`src/include/alec_pkg.sv`:
```
// shared constants and types for the line error counter record
package alec_pkg;
  // record layout, byte offsets
  localparam int OFS_VER = 0;         // version, two bytes
  localparam int OFS_PWR = 2;         // power-fail counter, two bytes
  localparam int OFS_GND = 4;         // ground-short counter, two bytes
  localparam int OFS_C32 = 6;         // first 32-bit counter
  localparam int C32_STRIDE = 4;      // bytes per 32-bit counter
  localparam int OFS_MAP_A = 30;      // single/A slave bitmap, four bytes
  localparam int OFS_MAP_B = 34;      // B slave bitmap, four bytes
  localparam int OFS_LAST32 = 29;     // low byte of the final counter
  localparam int REC_LEN = 38;        // bytes in the record
  localparam int N16 = 2;             // number of 16-bit counters
  localparam int N32 = 6;             // number of 32-bit counters
  localparam int MAP_BYTES = 4;       // bytes per bitmap half
  localparam int IDX_W = 6;           // width of a record byte index
  localparam int SLV_W = 5;           // width of a slave address
  localparam int NSLV = 32;           // slaves per bitmap half
  localparam logic [15:0] VERSION = 16'h0000; // record version
  localparam logic [7:0] ZERO_BYTE = 8'h00;   // answer for bytes past end

  // one-cycle event strobes from the line side
  typedef struct packed {
    logic power_fail;                 // supply missing, low or unstable
    logic ground_short;               // conductor A or B shorted to ground
    logic slave_fail;                 // slave dropped from activated set
    logic miss_frame;                 // no reply from a present slave
    logic bad_frame;                  // reply mutilated or corrupt
    logic periph_fault;               // peripheral fault in status reply
    logic protocol_err;               // combined-transaction transfer fault
    logic bad_master;                 // own send frame read back wrong
    logic [SLV_W-1:0] slave_addr;     // slave the event concerns
    logic slave_b;                    // slave is a B-type address
  } alec_evt_t;

  // byte read request from the controller
  typedef struct packed {
    logic req;                        // read strobe
    logic [IDX_W-1:0] index;          // record byte index
  } alec_rd_t;
endpackage

```
`src/alec_counter.sv`:
```
// saturating event counter of configurable width
`timescale 1ns/1ns
`default_nettype none
module alec_counter #(
  parameter int W = 16                // counter width
) (
  input wire logic clk,               // system clock
  input wire logic resetn,            // asynchronous reset, active low
  input wire logic inc,               // one event this cycle
  output logic [W-1:0] count          // current count
);
  // add one per event, hold at the top value
  always_ff @(posedge clk or negedge resetn) begin
    if (!resetn) begin
      count <= '0;
    end else if (inc && (count != {W{1'b1}})) begin
      count <= count + W'(1);
    end
  end
endmodule
`default_nettype wire

```
`src/alec_top.sv`:
```
// line error counters with per-slave bitmap, read as a byte record
`timescale 1ns/1ns
`default_nettype none
module alec_top #(
  parameter int W16 = 16,             // width of the supply counters
  parameter int W32 = 32              // width of the frame counters
) (
  input wire logic CLK,               // system clock, 100 MHz
  input wire logic RESETN,            // asynchronous reset, active low
  input wire alec_pkg::alec_evt_t EVT, // event strobes from the line side
  input wire alec_pkg::alec_rd_t RD,  // byte read request
  output logic RD_VALID,              // read answer strobe
  output logic [7:0] RD_DATA,         // read answer byte
  output logic [31:0] MAP_A,          // single/A slave error bitmap
  output logic [31:0] MAP_B           // B slave error bitmap
);
  logic [W16-1:0] cnt16 [alec_pkg::N16];
  logic [W32-1:0] cnt32 [alec_pkg::N32];
  logic [alec_pkg::N16-1:0] ev16;
  logic [alec_pkg::N32-1:0] ev32;
  logic slave_hit;
  logic [7:0] rec [alec_pkg::REC_LEN];

  // event strobes grouped by counter width, in record order
  assign ev16 = {EVT.ground_short, EVT.power_fail};
  assign ev32 = {EVT.bad_master, EVT.protocol_err,
                 EVT.periph_fault, EVT.bad_frame,
                 EVT.miss_frame, EVT.slave_fail};
  assign slave_hit = EVT.slave_fail | EVT.miss_frame | EVT.bad_frame |
                     EVT.periph_fault | EVT.protocol_err;

  // one counter per error kind
  for (genvar i = 0; i < alec_pkg::N16; i++) begin : g_c16
    alec_counter #(.W(W16)) u_cnt (
      .clk(CLK),
      .resetn(RESETN),
      .inc(ev16[i]),
      .count(cnt16[i])
    );
  end
  for (genvar i = 0; i < alec_pkg::N32; i++) begin : g_c32
    alec_counter #(.W(W32)) u_cnt (
      .clk(CLK),
      .resetn(RESETN),
      .inc(ev32[i]),
      .count(cnt32[i])
    );
  end

  // sticky per-slave bitmaps, set one cycle after the event
  always_ff @(posedge CLK or negedge RESETN) begin
    if (!RESETN) begin
      MAP_A <= 32'h0000_0000;
      MAP_B <= 32'h0000_0000;
    end else if (slave_hit) begin
      if (EVT.slave_b) begin
        MAP_B[EVT.slave_addr] <= 1'b1;
      end else begin
        MAP_A[EVT.slave_addr] <= 1'b1;
      end
    end
  end

  // assemble the record image
  always_comb begin
    for (int b = 0; b < alec_pkg::REC_LEN; b++) begin
      rec[b] = alec_pkg::ZERO_BYTE;
    end
    rec[alec_pkg::OFS_VER] = alec_pkg::VERSION[15:8];
    rec[alec_pkg::OFS_VER+1] = alec_pkg::VERSION[7:0];
    rec[alec_pkg::OFS_PWR] = cnt16[0][15:8];
    rec[alec_pkg::OFS_PWR+1] = cnt16[0][7:0];
    rec[alec_pkg::OFS_GND] = cnt16[1][15:8];
    rec[alec_pkg::OFS_GND+1] = cnt16[1][7:0];
    for (int c = 0; c < alec_pkg::N32; c++) begin
      for (int k = 0; k < alec_pkg::C32_STRIDE; k++) begin
        rec[alec_pkg::OFS_C32 + alec_pkg::C32_STRIDE*c + k] =
          cnt32[c][31-8*k -: 8];
      end
    end
    for (int m = 0; m < alec_pkg::MAP_BYTES; m++) begin
      rec[alec_pkg::OFS_MAP_A + m] = MAP_A[8*m +: 8];
      rec[alec_pkg::OFS_MAP_B + m] = MAP_B[8*m +: 8];
    end
  end

  // answer strobe one cycle after each request
  always_ff @(posedge CLK or negedge RESETN) begin
    if (!RESETN) begin
      RD_VALID <= 1'b0;
    end else begin
      RD_VALID <= RD.req;
    end
  end

  // registered read data, zero past the end of the record
  always_ff @(posedge CLK or negedge RESETN) begin
    if (!RESETN) begin
      RD_DATA <= alec_pkg::ZERO_BYTE;
    end else if (RD.req) begin
      if (int'(RD.index) < alec_pkg::REC_LEN) begin
        RD_DATA <= rec[RD.index];
      end else begin
        RD_DATA <= alec_pkg::ZERO_BYTE;
      end
    end
  end

  // checks on bitmap, counters and record layout
  property p_map_a;
    @(posedge CLK) disable iff (!RESETN)
    (slave_hit && !EVT.slave_b) |=> MAP_A[$past(EVT.slave_addr)];
  endproperty
  a_map_a: assert property (p_map_a)
    else $error("A bitmap bit not set by slave event");

  property p_map_b;
    @(posedge CLK) disable iff (!RESETN)
    (slave_hit && EVT.slave_b) |=> MAP_B[$past(EVT.slave_addr)] &&
      $stable(MAP_A);
  endproperty
  a_map_b: assert property (p_map_b)
    else $error("B bitmap bit not set or A bitmap disturbed");

  property p_map_cause;
    @(posedge CLK) disable iff (!RESETN)
    !slave_hit |=> $stable(MAP_A) && $stable(MAP_B);
  endproperty
  a_map_cause: assert property (p_map_cause)
    else $error("bitmap changed without a slave event");

  property p_pwr;
    @(posedge CLK) disable iff (!RESETN)
    (EVT.power_fail && cnt16[0] != '1) |=> cnt16[0] == $past(cnt16[0]) + 1'b1;
  endproperty
  a_pwr: assert property (p_pwr)
    else $error("power-fail counter did not step");

  property p_gnd;
    @(posedge CLK) disable iff (!RESETN)
    !EVT.ground_short |=> cnt16[1] == $past(cnt16[1]);
  endproperty
  a_gnd: assert property (p_gnd)
    else $error("ground-short counter moved without event");

  property p_slave_fail;
    @(posedge CLK) disable iff (!RESETN)
    (EVT.slave_fail && cnt32[0] != '1) |=> cnt32[0] == $past(cnt32[0]) + 1'b1;
  endproperty
  a_slave_fail: assert property (p_slave_fail)
    else $error("slave-failure counter did not step");

  property p_frames;
    @(posedge CLK) disable iff (!RESETN)
    (EVT.miss_frame && !EVT.bad_frame && cnt32[1] != '1) |=>
      cnt32[1] == $past(cnt32[1]) + 1'b1 && cnt32[2] == $past(cnt32[2]);
  endproperty
  a_frames: assert property (p_frames)
    else $error("missing or bad frame counter wrong");

  property p_periph;
    @(posedge CLK) disable iff (!RESETN)
    (EVT.periph_fault && cnt32[3] != '1) |=>
      cnt32[3] == $past(cnt32[3]) + 1'b1;
  endproperty
  a_periph: assert property (p_periph)
    else $error("peripheral error counter did not step");

  property p_proto;
    @(posedge CLK) disable iff (!RESETN)
    (EVT.protocol_err && cnt32[4] != '1) |=>
      cnt32[4] == $past(cnt32[4]) + 1'b1;
  endproperty
  a_proto: assert property (p_proto)
    else $error("protocol error counter did not step");

  property p_master;
    @(posedge CLK) disable iff (!RESETN)
    (EVT.bad_master && cnt32[5] != '1) |=> cnt32[5] == $past(cnt32[5]) + 1'b1;
  endproperty
  a_master: assert property (p_master)
    else $error("bad master frame counter did not step");

  property p_rd_version;
    @(posedge CLK) disable iff (!RESETN)
    (RD.req && RD.index < 6'(alec_pkg::OFS_PWR)) |=>
      RD_VALID && RD_DATA == 8'h00;
  endproperty
  a_rd_version: assert property (p_rd_version)
    else $error("version byte not zero");

  property p_rd_pwr_hi;
    @(posedge CLK) disable iff (!RESETN)
    (RD.req && RD.index == 6'(alec_pkg::OFS_PWR)) |=>
      RD_DATA == $past(cnt16[0][15:8]);
  endproperty
  a_rd_pwr_hi: assert property (p_rd_pwr_hi)
    else $error("power-fail high byte misplaced");

  property p_rd_last;
    @(posedge CLK) disable iff (!RESETN)
    (RD.req && RD.index == 6'(alec_pkg::OFS_LAST32)) |=>
      RD_DATA == $past(cnt32[5][7:0]);
  endproperty
  a_rd_last: assert property (p_rd_last)
    else $error("final counter low byte misplaced");

  property p_rd_first32;
    @(posedge CLK) disable iff (!RESETN)
    (RD.req && RD.index == 6'(alec_pkg::OFS_C32)) |=>
      RD_DATA == $past(cnt32[0][31:24]);
  endproperty
  a_rd_first32: assert property (p_rd_first32)
    else $error("slave-failure high byte misplaced");
endmodule
`default_nettype wire

```
`config.mk`:
```
export PLATFORM = sky130hd
export DESIGN_NAME = alec_top
export DESIGN_NICKNAME = d
export VERILOG_FILES = /design/src/include/alec_pkg.sv /design/src/alec_counter.sv /design/src/alec_top.sv
export SDC_FILE = /design/constraint.sdc
export NUM_CORES = 1
export LEC_CHECK = 0
export ABC_AREA = 1
export BUFFER_PORTS_ARGS = -buffer_cell sky130_fd_sc_hd__buf_2
export CAP_MARGIN = 20
export CORE_MARGIN = 2
export CORE_UTILIZATION = 50
export CTS_CLUSTER_SIZE = 16
export DETAILED_ROUTE_END_ITERATION = 8
export PLACE_DENSITY = 0.68
export SETUP_SLACK_MARGIN = 0.4
export SLEW_MARGIN = 20
export SYNTH_ARGS = -nofsm -noshare
export SYNTH_HDL_FRONTEND = slang
export SYNTH_SLANG_ARGS = --single-unit
```
`constraint.sdc`:
```
create_clock -name CLK -period 2.65 [get_ports CLK]
set_input_delay 0.1325 -clock CLK [delete_from_list [all_inputs] [get_ports CLK]]
set_output_delay 0.1325 -clock CLK [all_outputs]
set_load 0.02 [all_outputs]
```
# Word level (Yosys, flattened, before mapping)
# Cells that the tools add are included.
[op_classes] n_addsub=8 multipliers=0 div=0 magnitude_cmp=4 n_eq_ne=8 n_shift=0 mux=6 bitwise=8 reduce_logical=11
[op_table] cell="adder 32 x 1 -> 32 bit, second input constant" n=6
[op_table] cell="!= test 32 bit, second input constant" n=6
[op_table] cell="bitwise OR 32 bit" n=2
[op_table] cell="binary-select mux 8 bit (select 6 bit)" n=1
[op_table] cell="adder 16 x 1 -> 16 bit, second input constant" n=2
[op_table] cell="!= test 16 bit, second input constant" n=2
[op_table] cell="2-to-1 mux 8 bit" n=3
[op_table] cell="logical AND 1 bit" n=9
[op_table] cell="greater-or-equal comparator 7 bit, second input constant" n=1
[op_table] cell="inverter 6 -> 7 bit" n=1
[op_table] cell="< comparator 5 x 6 -> 1 bit, second input constant" n=1
[op_table] cell="< comparator 6 bit, second input constant" n=1
[op_table] cell="demux 1 bit (select 5 bit)" n=1
[op_table] cell="greater-or-equal comparator 5 x 1 -> 1 bit, second input constant" n=1
[op_table] cell="bitwise OR 1 bit" n=4
[op_table] cell="AND reduction 2 bit" n=2
[op_table] cell="2-to-1 mux 1 bit" n=1
[op_table] cell="inverter 1 bit" n=1
[word_totals] reg_bits=297 latchBits=0 mem_bits_rw=0 mem_bits_ro=0 output_inout_bits=73 memories=0

# Depth between registers and ports, before layout
[depth] depth_word=5 depth_mapped=16 ltp_nobuf=14

# Hierarchy
# Synthesis repeated with hierarchy kept, for this count alone.
[unflattened] cells_unflattened=3349 hier_area_um2=21358.0
[by_module_without_submodules] mod="alec_counter at g_c32[0].u_cnt ..." instances=6 cells_per_inst=333 area_per_inst_um2=2190.9 seq_area_each_um2=800.8
[by_module_without_submodules] mod="alec_top" instances=1 cells_per_inst=1053 area_per_inst_um2=6095.8 seq_area_each_um2=1826.8
[by_module_without_submodules] mod="alec_counter at g_c16[0].u_cnt ..." instances=2 cells_per_inst=149 area_per_inst_um2=1058.5 seq_area_each_um2=400.4

# Least setup slack after synthesis
# OpenSTA, ideal clock, no wires.
[synth_path] kind="reg-to-reg" from="register g_c32[1].u_cnt.count[0]" to="register g_c32[1].u_cnt.count[26]" arrival_time_ps=1574 required_ps=2531 setup_slack_ps=957 stages_incl_launch_ff=13 n_path_buf=2 cell_sequence="dfrtp_1 > ha_1 > inv_1 > nor2_2 > nand2_1 > nor2_1 > nand2_1 > nand2_2 > inv_2 > buf_6 > buf_6 > nand2_1 > o21ai_2"
[synth_between] elab_chain_len=2 word_cells_on_any_way=3
[synth_lines] item="from (decl)" line="alec_counter.sv:10" source="output logic [W-1:0] count"
[synth_lines] item="from (signal assigned)" line="alec_counter.sv:17" source="count <= count + W'(1);"
[synth_lines] item="parallel branches: the longest is 2 deep, another holds adder 32 x 1 -> 32 bit"
# Several ways; the timed one is not identified.
# A chain may end at the register's enable or synchronous reset.

# Worst setup path in the final report
[layout_path] from="register g_c32[2].u_cnt.count[0]" to="register g_c32[2].u_cnt.count[20]"
[layout_between] elab_chain_len=2 word_cells_on_any_way=3
[layout_lines] item="from (decl)" line="alec_counter.sv:10"
[layout_lines] item="from (signal assigned)" line="alec_counter.sv:17"
[layout_lines] item="parallel branches: the longest is 2 deep, another holds adder 32 x 1 -> 32 bit"
# Several ways; the timed one is not identified.

==> summary.md <==
| Metric | Value |
|---|---|
| Switching share of power | `0.3450` |
| Global Route met2 Usage | `0.4547` |
| Fraction of layout cells with a size suffix above 1 | `0.1019` |
| P&R area growth vs syn | `12.76%` |
| Final net count | `roughly 2800` |
| Fin Setup TNS | `0 ns` |
| Outcome | `completed` |
| Cells after Synth | `between 2000 and 3000` |
| Rel. slew slack | `0.4552` |
| Critical Path Source Type | `register` |
| Most used cell along the critical path | `nand2_1` |
| DP Cell Count | `between 3000 and 4000` |
| M3 GR Usage | `0.05917` |
| Crit share post-route | `0.7930` |
| VDD IR-drop max | `660.2 uV` |
| Delay-heaviest family, CP | `simple AND/OR/NAND/NOR gates` |
| Global-route usage over all layers | `0.2895` |
| First-pass GRT wire length | `90310 um` |
| First-pass DRT Iterations | `5` |
| Clk_lat worst skew | `approximately 0.55 ns` |
| Crit path max fanout | `22` |
| Root Buffer | `clkbuf_16` |
| Fin crit period | `about 2.1 ns` |
| Cell area after synthesis | `between 15000 and 20000 um^2` |
| CTS Buffer Depth | `3` |
| Worst-margin pin slew | `0.8141 ns` |
| Filler cell count | `~3500` |
| Logic pwr share | `0.231` |
| Final WL | `approximately 55000 um` |
| M1 GR Usage | `0.3975` |
| XOR/XNOR Fraction of Synth Area | `0.09273` |
| Switch Pwr | `5.070 mW` |
| Die X | `between 150 and 200 um` |
| Post-Synth Adder-Cell Area | `0.005299` |
| Seq cells post-synth | `around 300` |
| Antenna violations before repair | `3` |
| Power Dens Cells | `between 600 and 700 nW/um^2` |
| Grt peak-use layer | `met2` |
| Achievable Freq | `around 480 MHz` |
| Die height | `198.4 um` |
| Gr ovfl total | `0` |
| I/O pins | `between 90 and 100` |
| Initial Utilization | `0.5051` |
| Iter 0 DRT Violations | `around 1200` |
| Final Max Slew Viols | `0` |
| Worst hold slack | `between 0.03 and 0.04 ns` |
| Routed vias | `between 15000 and 20000` |
| Setup crit end kind | `register` |
| Residual DRC | `0` |
| Critical Path RT | `between 3 and 4 ns` |
| Seq. cell area | `between 7000 and 8000 um^2` |
| Worst min path class | `in2reg` |
| RSZ-0062 raised after global routing | `false` |
| Seq/Total Area, Yosys | `0.3934` |
| Max cap viols | `0` |
| Num CTS Buffers | `36` |
| Clock share of power | `0.356` |
| Main combinational cell family by area after synthesis | `simple AND/OR/NAND/NOR gates` |
| Post-DP HPWL | `41180 um` |
| Flop pwr share | `0.413` |
| Worst path arrival time | `2.53 ns` |
| Crit path kind | `reg2reg` |
| YS warnings | `0` |
| Synth Area in Compound Gates | `0.08392` |
| Post-route ant nets | `0` |
| I/O Buffers | `95` |
| Clock sink count | `297` |
| CP bufs+invs | `2` |
| Routed WL per cell | `~17 um` |
| Syn Area/Cell | `7.104 um^2` |
| Multi-input combinational cell area | `between 9000 and 10000 um^2` |
| Internal power | `~9.6 mW` |
| H-Tree Depth | `2` |
| Clk slew on worst S/H paths | `roughly 0.060 ns` |
| Final setup viols | `0` |
| Via density | `about 5.3` |
| Die area | `39350 um^2` |
| Vias in the first global route | `between 15000 and 20000` |
| R2R setup slack | `between 0.5 and 0.6 ns` |
| Leakage | `about 10 nW` |
| Hold Fails Final Rpt | `0` |
| Skew final | `approximately 0.011 ns` |
| Post-Synth Simple-Gate Area | `0.3336` |
| Syn_nets | `roughly 2700` |
| Post-synthesis mux area share | `0` |
| Slowest CP cell | `dfrtp_1` |
| Standard-cell rows | `between 70 and 80` |
| Routability cong. | `approximately 0.95` |
| Largest net degree at the start of global routing | `63` |
| Core box area | `~37000 um^2` |
| Finished Layout Cells | `3290` |
| Library cells used by synthesis | `36` |
| CTS tree | `yes` |
| CP cell instances | `ha_1, nand2_1, nor2_1, nand2_2, nor2_2, nand3_2, nand2_4, inv_4, buf_12, nand2_1, o21ai_2` |
| Post-Route Utilization | `0.5695` |
| CP peak stage delay | `0.40 ns` |
## cell families (layout without fill, tap and decap cells)
kind of cell,count (synthesis),count (layout)
DFF,297,297
buffers and inverters,411,530
and+or+nand+nor,1485,1485
adders and majority gates,8,8
other,0,1
xor gates and xnor gates,200,200
AOI/OAI and AO/OA,258,258
## power groups by stage
stage                     Clock (mW)  Sequential, mW  Combinational [mW]
final                           5.23            6.07                3.39
after global routing            5.51            6.18                3.82
after CTS                       5.33            6.05                3.38
after detailed placement           0            6.11                3.35
after global placement             0            6.09                3.28
after floorplan                    0            6.07                2.24
## per-stage QoR
stage / power [mW] / worst slack [ns] / instance area, um^2
6_report: 14.70 / 0.5486 / 21300
5_1_grt: 15.51 / 0.4187 / 21300
4_1_cts: 14.76 / 0.4087 / 21230
3_5_place_dp: 9.457 / 0.4291 / 19920
3_3_place_gp: 9.372 / 0.4806 / 19920
2_1_floorplan: 8.317 / 0.9568 / 18890
## layout make-up
class / instances / share of cell area
multi-input cells: 1951 / 0.4582
flip-flops and latches: 297 / 0.3489
inverters: 328 / 0.05856
clock buffers: 48 / 0.04823
repair buffers: 139 / 0.04588
well taps: 511 / 0.03002
clock inverters: 15 / 0.01004
diodes: 1 / 0.0001175
## synth_stat cells (all sizes together)
cell type,number,area [um^2]
nand2,843,3194
inv,326,1224
dfrtp,297,7432
nor2,248,950.9
nand3,205,1076
xor2,195,1708
o21ai,184,1082
nor3,125,663.1
buf,60,402.9
nand4,45,281.5
o21bai,32,240.2
clkbuf,23,86.33
a21oi,21,105.1
o211ai,21,157.7
ha,8,100.1
nor4,7,50.05
xnor2,5,43.79
nand3b,4,30.03
and2,3,18.77
clkinv,2,7.510
nor3b,2,15.01
or3,2,12.51
nor4b,1,8.760
## metal layers
layer,vias up,routed length (um)
li1,8614,-
met1,8281,24700
met2,579,25190
met3,107,3949
met4,2,1624
met5,-,13
## cells in the final DEF (no fill, tap or decap), types with 26 or more instances in the layout
cell and n:
o21ai_1 40, inv_1 314, o21bai_1 32, o21ai_2 43, dfrtp_1 297, buf_2 93, clkbuf_16 37, nor3_1 120
nand3_1 194, buf_4 26, nand4_1 45, nor2_1 238, nand2_1 832, xor2_1 195, o21ai_0 101
## sequential cells by signal, indices dropped and copies added, names as in the netlist
signal	cells
MAP_A	32
g_c16.u_cnt.count	32
MAP_B	32
RD_VALID	1
RD_DATA	8
g_c32.u_cnt.count	192
## timing repair
item | CTS | global route
endpoints found under the hold margin | 252 | 0
hold buffers | 7 | 0
resized for setup | 0 | 17
buffers inserted | 0 | 4
endpoints found under the setup margin | 0 | 86
## worst register-to-register path, stage by stage (launching register included)
cell,delay (ns)
dfrtp_1,0.40
ha_1,0.19
nand2_1,0.08
nor2_1,0.22
nand2_2,0.13
nor2_2,0.18
nand3_2,0.12
nand2_4,0.18
inv_4,0.15
buf_12,0.20
nand2_1,0.09
o21ai_2,0.05
## worst paths after layout
kind                                              start                       end  cells after the start
max in group asynchronous                        RESETN   g_c32[5].u_cnt.count[0]                      4
worst min register to register               RD_DATA[5]                RD_DATA[5]                      2
min in group asynchronous                        RESETN   g_c32[1].u_cnt.count[1]                      2
worst max register to register  g_c32[2].u_cnt.count[0]  g_c32[2].u_cnt.count[20]                     11
worst min-delay path                             EVT[5]                  MAP_B[6]                      4
worst max-delay path            g_c32[2].u_cnt.count[0]  g_c32[2].u_cnt.count[20]                     11
(Power assumes the default switching activity.)
